<file path="src/pmcmd_pkg.sv">
package pmcmd_pkg;

   // Command codes on the PMBus command port
   localparam logic [7:0] CMD_START_STOP_CONFIG = 8'h02;
   localparam logic [7:0] CMD_FAULT_FLAG_WIPE   = 8'h03;
   localparam logic [7:0] CMD_RAIL_SELECT       = 8'h04;

   // Start/stop configuration byte layout
   localparam int         CFG_AUTOSTART_BIT = 4;
   localparam int         CFG_RUN_HONOR_BIT = 3;
   localparam int         CFG_PIN_HONOR_BIT = 2;
   localparam int         CFG_POLARITY_BIT  = 1;
   localparam int         CFG_FAST_OFF_BIT  = 0;
   localparam logic [7:0] CFG_WRITE_MASK    = 8'h1f;
   // Stored copy normally comes from NVM; plain default here
   localparam logic [7:0] CFG_RESET         = 8'h16;

   // Rail selector values
   localparam logic [7:0] RAIL_ALL       = 8'hff;
   localparam logic [7:0] RAIL_LAST      = 8'h03;
   localparam logic [7:0] RAIL_RESET     = 8'hff;
   localparam logic [1:0] CONTROLLER_POS = 2'h0;

   localparam int         FAULT_W = 8;
   localparam int         TIME_W  = 16;
   localparam int         SYNC_W  = 6;

   typedef struct packed {
      logic       valid;
      logic       write;
      logic       has_data;
      logic [7:0] code;
      logic [7:0] data;
   } pmcmd_req_t;

   typedef struct packed {
      logic       valid;
      logic       refused;
      logic [7:0] data;
   } pmcmd_rsp_t;

   typedef enum logic [3:0] {
      ST_OFF  = 4'h1,
      ST_RUN  = 4'h2,
      ST_HOLD = 4'h4,
      ST_RAMP = 4'h8
   } pmcmd_state_t;

endpackage

</file>
<file path="src/pmcmd_onoff_fault_phase.sv">
`timescale 1ns/100ps
// Function
// - Config bits 7:5 read zero, writes ignored
// - Autostart clear: convert whenever input power present
// - Autostart set: pin and/or run command decide
// - Bit 3 selects obeying the run command
// - Bit 2 clear: ignore pin, no undervoltage
// - Bit 2 set: obey pin, plus run command if bit 3 set
// - Bit 1 sets pin polarity; undervoltage needs high
// - Bit 0 clear: hold, then ramp down on pin off
// - Bit 0 set: pin off stops at once
// - Enable/undervoltage pin is the control pin
// - Data-less config write flags invalid data, alerts host
// - Fault wipe is data-less send-byte 03h, unreadable
// - Fault wipe clears status of selected or all
// - Fault wipe releases the alert output
// - Fault wipe never restarts a latched-off unit
// - Fault still present sets bit and alerts again
// - Alert response releases alert, keeps status bits
// - Pre-answer sources blocked until cleared; new ones alert
// - Rail selector at 04h steers phased commands
// - Selector 00h-03h one phase, FFh all, else invalid
// - Controller is phase 00h, followers use stack position
// - Selector unsupported by stacking flags invalid data
// - Run command bit 7 switches conversion when required
module pmcmd_onoff_fault_phase
   import pmcmd_pkg::*;
(
   input  wire logic               i_clock,
   input  wire logic               i_rst,
   input  wire pmcmd_req_t         i_req,
   output pmcmd_rsp_t              o_rsp,
   input  wire logic               i_ara_answered,
   input  wire logic               i_enable_undervoltage_pin,
   input  wire logic               i_ground_sense_role_pin,
   input  wire logic [1:0]         i_stack_position_setting,
   input  wire logic [1:0]         i_stack_phase_count_m1,
   input  wire logic               i_input_power_ok,
   input  wire logic               i_run_command,
   input  wire logic               i_fault_latched_off,
   input  wire logic [FAULT_W-1:0] i_fault_src,
   input  wire logic [TIME_W-1:0]  i_stop_hold_time,
   input  wire logic [TIME_W-1:0]  i_stop_ramp_time,
   output logic                    o_convert_on,
   output logic                    o_ramp_down,
   output logic                    o_uvlo_active,
   output logic [FAULT_W-1:0]      o_status_faults,
   output logic                    o_invalid_data,
   output logic [7:0]              o_rail_select,
   output logic [1:0]              o_own_phase,
   output logic                    o_alert_out,
   output logic                    o_alert_oe_n
);

   // Selector addresses this device when it names us or all phases
   function automatic logic phase_hit(input logic [7:0] sel,
                                      input logic [1:0] own);
      phase_hit = (sel == RAIL_ALL) || (sel == {6'h00, own});
   endfunction

   logic [SYNC_W-1:0]  pin_meta_q;
   logic [SYNC_W-1:0]  pin_sync_q;
   logic               strap_meta_q;
   logic               strap_ok_q;
   logic               straps_taken_q;
   logic [1:0]         own_phase_q;
   logic [1:0]         phase_cnt_m1_q;
   logic [7:0]         cfg_q;
   logic [7:0]         rail_q;
   logic [FAULT_W-1:0] status_q;
   logic [FAULT_W-1:0] status_d;
   logic [FAULT_W-1:0] blocked_q;
   logic [FAULT_W-1:0] src_prev_q;
   logic               invalid_q;
   logic               alert_q;
   pmcmd_state_t       st_q;
   pmcmd_state_t       st_d;
   logic [TIME_W-1:0]  cnt_q;
   logic [TIME_W-1:0]  cnt_d;
   pmcmd_rsp_t         rsp_q;

   logic wr_cfg;
   logic wr_rail;
   logic wipe;
   logic wipe_hit;
   logic bad_write;
   logic rail_ok;
   logic pin_level;
   logic pin_on;
   logic run_ok;
   logic want_on;
   logic pin_off_cause;
   logic off_on_edge;
   logic [FAULT_W-1:0] fresh;

   // Pins are asynchronous to i_clock
   always_ff @(posedge i_clock) begin
      if (i_rst) begin
         pin_meta_q <= '0;
         pin_sync_q <= '0;
      end else begin
         pin_meta_q <= {i_stack_phase_count_m1, i_stack_position_setting,
                        i_ground_sense_role_pin, i_enable_undervoltage_pin};
         pin_sync_q <= pin_meta_q;
      end
   end

   assign pin_level = pin_sync_q[0];

   always_ff @(posedge i_clock) begin
      if (i_rst) begin
         strap_meta_q   <= 1'b0;
         strap_ok_q     <= 1'b0;
         straps_taken_q <= 1'b0;
         own_phase_q    <= CONTROLLER_POS;
         phase_cnt_m1_q <= 2'h0;
      end else begin
         // Marker runs beside the synchroniser so the capture never
         // takes its reset value
         strap_meta_q <= 1'b1;
         strap_ok_q   <= strap_meta_q;
         if (strap_ok_q && !straps_taken_q) begin
            straps_taken_q <= 1'b1;
            own_phase_q    <= pin_sync_q[1] ? pin_sync_q[3:2] :
                              CONTROLLER_POS;
            phase_cnt_m1_q <= pin_sync_q[5:4];
         end
      end
   end

   // Command decode
   assign wr_cfg  = i_req.valid && i_req.write &&
                    (i_req.code == CMD_START_STOP_CONFIG);
   assign wr_rail = i_req.valid && i_req.write &&
                    (i_req.code == CMD_RAIL_SELECT);
   assign wipe    = i_req.valid && i_req.write && !i_req.has_data &&
                    (i_req.code == CMD_FAULT_FLAG_WIPE);
   assign wipe_hit = wipe && phase_hit(rail_q, own_phase_q);

   assign rail_ok = (i_req.data == RAIL_ALL) ||
                    ((i_req.data <= RAIL_LAST) &&
                     (i_req.data[1:0] <= phase_cnt_m1_q));

   // wrong form or unsupported value is invalid data
   assign bad_write = (wr_cfg && !i_req.has_data) ||
                      (wr_rail && (!i_req.has_data || !rail_ok)) ||
                      (i_req.valid && i_req.write && i_req.has_data &&
                       (i_req.code == CMD_FAULT_FLAG_WIPE));

   always_ff @(posedge i_clock) begin
      if (i_rst) begin
         cfg_q <= CFG_RESET & CFG_WRITE_MASK;
      end else if (wr_cfg && i_req.has_data) begin
         cfg_q <= i_req.data & CFG_WRITE_MASK;
      end
   end

   always_ff @(posedge i_clock) begin
      if (i_rst) begin
         rail_q <= RAIL_RESET;
      end else if (wr_rail && i_req.has_data && rail_ok) begin
         rail_q <= i_req.data;
      end
   end

   // Read answers one cycle after the request
   always_ff @(posedge i_clock) begin
      if (i_rst) begin
         rsp_q <= '0;
      end else begin
         rsp_q.valid   <= i_req.valid && !i_req.write;
         rsp_q.refused <= 1'b0;
         rsp_q.data    <= 8'h00;
         if (i_req.valid && !i_req.write) begin
            case (i_req.code)
               CMD_START_STOP_CONFIG: rsp_q.data <= cfg_q;
               CMD_RAIL_SELECT:       rsp_q.data <= rail_q;
               default:               rsp_q.refused <= 1'b1;
            endcase
         end
      end
   end

   // Start/stop request
   // polarity
   assign pin_on = cfg_q[CFG_POLARITY_BIT] ? pin_level : !pin_level;
   assign run_ok = !cfg_q[CFG_RUN_HONOR_BIT] || i_run_command;
   // pin ignored when bit 2 clear
   // pin obeyed when bit 2 set
   assign want_on = i_input_power_ok && !i_fault_latched_off &&
                    (!cfg_q[CFG_AUTOSTART_BIT] ||
                     (run_ok && (!cfg_q[CFG_PIN_HONOR_BIT] || pin_on)));
   assign pin_off_cause = cfg_q[CFG_AUTOSTART_BIT] &&
                          cfg_q[CFG_PIN_HONOR_BIT] && !pin_on &&
                          run_ok && i_input_power_ok &&
                          !i_fault_latched_off;
   assign o_uvlo_active = cfg_q[CFG_PIN_HONOR_BIT] &&
                          cfg_q[CFG_POLARITY_BIT];

   always_comb begin
      st_d  = st_q;
      cnt_d = cnt_q;
      case (st_q)
         ST_OFF: begin
            if (want_on) begin
               st_d = ST_RUN;
            end
         end
         ST_RUN: begin
            if (!want_on) begin
               if (pin_off_cause && !cfg_q[CFG_FAST_OFF_BIT]) begin
                  st_d  = ST_HOLD;
                  cnt_d = i_stop_hold_time;
               end else begin
                  st_d = ST_OFF;
               end
            end
         end
         ST_HOLD: begin
            if (want_on) begin
               st_d = ST_RUN;
            end else if (!pin_off_cause) begin
               st_d = ST_OFF;
            end else if (cnt_q == '0) begin
               st_d  = ST_RAMP;
               cnt_d = i_stop_ramp_time;
            end else begin
               cnt_d = cnt_q - 1'b1;
            end
         end
         ST_RAMP: begin
            // Ramp finishes before a new start; simpler sequencing
            if (!i_input_power_ok || i_fault_latched_off ||
                cnt_q == '0) begin
               st_d = ST_OFF;
            end else begin
               cnt_d = cnt_q - 1'b1;
            end
         end
         default: begin
            st_d = ST_OFF;
         end
      endcase
   end

   always_ff @(posedge i_clock) begin
      if (i_rst) begin
         st_q  <= ST_OFF;
         cnt_q <= '0;
      end else begin
         st_q  <= st_d;
         cnt_q <= cnt_d;
      end
   end

   assign off_on_edge = (st_q == ST_OFF) && (st_d == ST_RUN);

   // Status: sources are levels, so a still-present fault sets again
   // set wins over wipe
   always_comb begin
      status_d = status_q;
      if (wipe_hit) begin
         status_d = '0;
      end
      status_d = status_d | i_fault_src;
   end

   always_ff @(posedge i_clock) begin
      if (i_rst) begin
         status_q   <= '0;
         src_prev_q <= '0;
      end else begin
         status_q   <= status_d;
         src_prev_q <= i_fault_src;
      end
   end

   // sources seen before the answer stay blocked
   always_ff @(posedge i_clock) begin
      if (i_rst) begin
         blocked_q <= '0;
      end else if (i_ara_answered) begin
         blocked_q <= blocked_q | status_q | i_fault_src;
      end else if (wipe_hit || off_on_edge) begin
         blocked_q <= '0;
      end
   end

   // New source activations that may raise the alert
   assign fresh = (i_fault_src & ~src_prev_q & ~blocked_q) |
                  (wipe_hit ? i_fault_src : '0);

   // invalid data flag, set wins over wipe
   always_ff @(posedge i_clock) begin
      if (i_rst) begin
         invalid_q <= 1'b0;
      end else if (bad_write) begin
         invalid_q <= 1'b1;
      end else if (wipe_hit) begin
         invalid_q <= 1'b0;
      end
   end

   always_ff @(posedge i_clock) begin
      if (i_rst) begin
         alert_q <= 1'b0;
      end else if ((|fresh) || bad_write) begin
         alert_q <= 1'b1;
      end else if (wipe_hit || i_ara_answered) begin
         alert_q <= 1'b0;
      end
   end

   assign o_rsp           = rsp_q;
   assign o_convert_on    = (st_q != ST_OFF);
   assign o_ramp_down     = (st_q == ST_RAMP);
   assign o_status_faults = status_q;
   assign o_invalid_data  = invalid_q;
   assign o_rail_select   = rail_q;
   assign o_own_phase     = own_phase_q;
   assign o_alert_out     = 1'b0;
   assign o_alert_oe_n    = !alert_q;
endmodule // pmcmd_onoff_fault_phase

</file>
<file path="config.mk">
export PLATFORM = sky130hd
export DESIGN_NAME = pmcmd_onoff_fault_phase
export DESIGN_NICKNAME = d
export VERILOG_FILES = /design/src/pmcmd_pkg.sv /design/src/pmcmd_onoff_fault_phase.sv
export SDC_FILE = /design/constraint.sdc
export NUM_CORES = 1
export LEC_CHECK = 0
export BUFFER_PORTS_ARGS = -buffer_cell sky130_fd_sc_hd__clkbuf_2
export CELL_PAD_IN_SITES_DETAIL_PLACEMENT = 0
export CELL_PAD_IN_SITES_GLOBAL_PLACEMENT = 2
export CORE_MARGIN = 8
export CORE_UTILIZATION = 32
export CTS_BUF_LIST = sky130_fd_sc_hd__clkbuf_2
export DETAILED_ROUTE_END_ITERATION = 16
export PLACE_DENSITY_LB_ADDON = 0.15
export SETUP_SLACK_MARGIN = 0.4
export SLEW_MARGIN = 20
export SYNTH_ARGS = -nofsm -noshare
export SYNTH_HDL_FRONTEND = slang
export SYNTH_SLANG_ARGS = --single-unit
</file>
<file path="constraint.sdc">
create_clock -name i_clock -period 2.5 [get_ports i_clock]
set_input_delay 0.25 -clock i_clock [delete_from_list [all_inputs] [get_ports i_clock]]
set_output_delay 0.25 -clock i_clock [all_outputs]
set_load 0.02 [all_outputs]
</file>
==> results.json <==
{
  "tightest_slew_ns": 0.698,
  "globalplace.congestion": 0.826,
  "drtPass1Iterations": 5,
  "critPathLaunch": "cnt_q[1]$_SDFFE_PP0P_",
  "switchingPower_uw": 687,
  "grt_max_degree": 46,
  "totalWireLength_um": 12800,
  "core.rowCount": 41,
  "p_comb_frac": 0.123,
  "hpwl_um": 9260,
  "drive_gt1_frac": 0.273,
  "synthCells": 477,
  "viasPerCell": 5.14,
  "stdcell_count": 802,
  "die_area_um2": 16900,
  "crit_end": "cnt_q[7]$_SDFFE_PP0P_",
  "outcome": "finished, final reports clean",
  "root_buffer": "clkbuf_2",
  "crit_path_start_kind": "flip-flop",
  "yosys.area.top_type_share": 0.424,
  "fin_area_um2": 5450,
  "holdCritPathClass": "in2reg",
  "diodes": 0,
  "die_h_um": 130,
  "cts.htree.levels": 3,
  "nets": 700,
  "synth_compound_gate_area_share": 0.219,
  "area_growth_pct": 31.1,
  "cts_buffers": 9,
  "yosys.area.top_type": "dfxtp_1",
  "switching_share": 0.284,
  "maxCapViolations": 0,
  "antenna_found_initial": 0,
  "ys_seq_area_frac": 0.424,
  "cp_max_fo": 6,
  "ys_seq_elements": 88,
  "max-vdd-ir-drop_mv": 0.284,
  "synthFlopType": "dfxtp_1",
  "synth_top_family_by_area": "simple AND/OR/NAND/NOR gates",
  "cts_buffer_depth": 2,
  "dieWidth_um": 130,
  "grt.total_usage": 0.151,
  "synthArstFlopShare": 0,
  "r2r_cells": 8,
  "clock-sinks": 88,
  "pwr-share-clk": 0.266,
  "crit_path_max_incr_delay_ns": 0.39,
  "first_global_vias": 4060,
  "worstPathArrival_ns": 2.49,
  "synth.mux.area_fraction": 0.0274,
  "syn-cell-area_um2": 4150,
  "drtIter0Drc": 260,
  "period_needed_ns": 2.03,
  "vias": 4121,
  "insertion_delay_ns": 0.57,
  "cts_tree": "done",
  "hold_viol": 0,
  "endpoint_kind": "flip-flop",
  "synthAdderAreaFrac": 0.0120,
  "placed_cells": 741,
  "drv_slew": 0,
  "setup_violations": 0,
  "yosysWarnings": 0,
  "pin_count": 105,
  "grt_overflow": 0,
  "wl_per_cell_um": 15.9,
  "worstPathRequired_ns": 2.96,
  "rsz0062_at_grt": "false",
  "synth-simple-area-share": 0.245,
  "skew_ns": 0.0308,
  "place_area_um2": 4880,
  "power_density_nw_per_um2": 444,
  "cp_slowest_cell": "dfxtp_2",
  "worstReg2RegEnd": "cnt_q[7]$_SDFFE_PP0P_",
  "grt_pass1_wl_um": 20300,
  "min_period_over_period": 0.811,
  "synth_area_leaders": "dfxtp_1 (42%), nor2b_1 (4.1%), a21oi_1 (3.0%), o21ai_0 (2.9%), nand2_1 (2.8%)",
  "drc": 0,
  "leakagePower_uw": 0.00236,
  "ff2ff_setup_slack_ns": 0.47,
  "clk_pin_slew_ns": 0.25,
  "fin_setup_tns_ns": 0,
  "crit_chain": "inv_1 > ha_2 > nor3b_4 > nand4_1 > buf_6 > mux2_2 > a222oi_1 > o32ai_1",
  "critical_path_class": "reg2reg",
  "syn_nets": 552,
  "synth_edf_count": 0,
  "synthXorXnorAreaFrac": 0.0148,
  "coreArea_um2": 12700,
  "fmax_ghz": 0.493,
  "yosysUniqueCellTypes": 62,
  "seqPwrFrac": 0.611,
  "power.internal_uw": 1730,
  "start_util": 0.328,
  "crit-reg2reg-launch": "cnt_q[1]$_SDFFE_PP0P_",
  "portBuffers": 103,
  "max-slew-margin-rel": 0.535,
  "syn_avg_cell_area_um2": 8.71,
  "ant_nets": 0
}
-- area by class of cell --
cell class              count  area (µm²)
fillers                  1303        7230
multi-input cells         333        2200
flip-flops and latches     88        1770
repair buffers            163        1060
well taps                 172         215
inverters                  30         113
clock inverters             7        47.5
clock buffers               9        45.0
-- state kept, by name, summed over array words and instances, names as in the netlist --
signal / flops
alert_q: 1
blocked_q: 8
cfg_q: 5
cnt_q: 16
o_invalid_data: 1
o_own_phase: 2
o_rail_select: 8
o_rsp: 10
o_status_faults: 8
phase_cnt_m1_q: 2
pin_meta_q: 6
pin_sync_q: 6
src_prev_q: 8
st_q: 4
strap_meta_q: 1
strap_ok_q: 1
straps_taken_q: 1
-- stage by stage --
stage	power [µW]	hold WS [ns]	setup WS, ns	util
CTS	2460	0.000163	0.382	0.422
finish	2420	0.0786	0.473	0.430
floorplan	1640	0.378	0.406	-
global route	2560	0.00649	0.383	0.430
detailed placement	1760	0.425	0.192	0.385
global placement	1760	0.420	0.262	0.385
-- layer usage --
metal  track usage  wire [µm]  vias to the layer above
li1              -          -                     2038
met1         0.183       5750                     1947
met2         0.260       6120                      126
met3        0.0416        781                       10
met4        0.0376        135                        0
met5             0          0                        -
-- worst min-delay path by stage --
stage | startpoint | end | slack [ns] | depth (start not counted)
after floorplan | i_enable_undervoltage_pin | pin_meta_q[0]$_SDFF_PP0_ | 0.38 | 1
after detailed placement | pin_meta_q[3]$_SDFF_PP0_ | pin_sync_q[3]$_SDFF_PP0_ | 0.42 | 1
after CTS | i_stop_hold_time[13] | cnt_q[13]$_SDFFE_PP0P_ | 0.0002 | 4
final | i_stop_hold_time[15] | cnt_q[15]$_SDFFE_PP0P_ | 0.08 | 4
after global routing | i_stop_hold_time[12] | cnt_q[12]$_SDFFE_PP0P_ | 0.006 | 4
after global placement | pin_meta_q[1]$_SDFF_PP0_ | pin_sync_q[1]$_SDFF_PP0_ | 0.42 | 1
-- critical path, delay by kind of cell, from the launching register on --
family | cells | cell delay (ns)
adders and majority gates | 1 | 0.19
muxes | 1 | 0.26
buffers and inverters | 2 | 0.25
AOI/OAI and AO/OA | 2 | 0.46
and+or+nand+nor | 2 | 0.38
DFF | 1 | 0.39
-- power groups by stage --
| stage | clock [µW] | combinational [µW] | sequential (µW) |
|---|---|---|---|
| final | 643 | 298 | 1480 |
| after global routing | 745 | 329 | 1490 |
| after CTS | 684 | 300 | 1480 |
| after detailed placement | 0 | 254 | 1510 |
| after global placement | 0 | 253 | 1510 |
| after floorplan | 0 | 124 | 1510 |
-- cells in the final DEF, fill, tap and decap left out, drive strengths merged, types with 3 or more instances in the layout --
| master | netlist | final |
|---|---|---|
| dlygate4sd3 | 0 | 36 |
| xnor2 | 3 | 3 |
| nand3b | 3 | 3 |
| clkbuf | 13 | 112 |
| nand2 | 31 | 31 |
| a31oi | 7 | 7 |
| ha | 4 | 4 |
| o21a | 9 | 9 |
| nand2b | 6 | 6 |
| dfxtp | 88 | 88 |
| or4 | 6 | 6 |
| inv | 30 | 31 |
| a211oi | 4 | 4 |
| a22oi | 8 | 8 |
| nor3b | 8 | 8 |
| mux2 | 3 | 3 |
| nand4 | 5 | 5 |
| and3 | 5 | 5 |
| and2 | 5 | 5 |
| clkinvlp | 0 | 4 |
| o21ai | 28 | 28 |
| nor2 | 32 | 32 |
| a21oi | 26 | 26 |
| a222oi | 8 | 8 |
| nor2b | 27 | 27 |
| nand3 | 17 | 17 |
| buf | 13 | 24 |
| a32o | 4 | 4 |
| a21o | 10 | 10 |
| xor2 | 4 | 4 |
| nor4 | 8 | 8 |
| nor3 | 18 | 18 |
| o32ai | 12 | 12 |
| mux2i | 8 | 8 |
-- synth_stat cells (2+ instances only) --
cell and count:
dfxtp_1 88, nand2_1 31, nor2_1 31, inv_1 30
nor2b_1 27, a21oi_1 25, o21ai_0 24, nor3_1 18
nand3_1 17, clkbuf_1 13, o32ai_1 12, a21o_1 10
o21a_1 9, a222oi_1 8, a22oi_1 8, mux2i_1 8
nor3b_1 8, a31oi_1 7, buf_2 7, nand2b_1 6
and3_1 5, nand4_1 5, a211oi_1 4, a32o_1 4
and2_1 4, ha_1 4, nor4_1 4, or4_1 4
xor2_1 4, buf_1 3, mux2_2 3, nand3b_1 3
o21ai_1 3, xnor2_1 3, a221oi_1 2, a41oi_1 2
and4_1 2, buf_6 2, nor4_2 2, nor4_4 2
o211ai_1 2, o311a_1 2, or4_4 2
-- cells by family after synthesis --
group,Yosys count
buffers and inverters,56
AO/OA/AOI/OAI,130
AND/OR/NAND/NOR,180
multiplexers,11
other,1
XOR/XNOR,7
flip-flops,88
adder cells (fa/ha/maj),4
-- what timing repair did --
action,4_1_cts,5_1_grt
setup buffers,1,7
cloned,0,1
pin swaps,1,2
gates resized for setup,4,13
endpoints found under the setup margin,11,16
hold buffers,36,0
endpoints found under the hold margin,35,0
(Power assumes the default switching activity.)
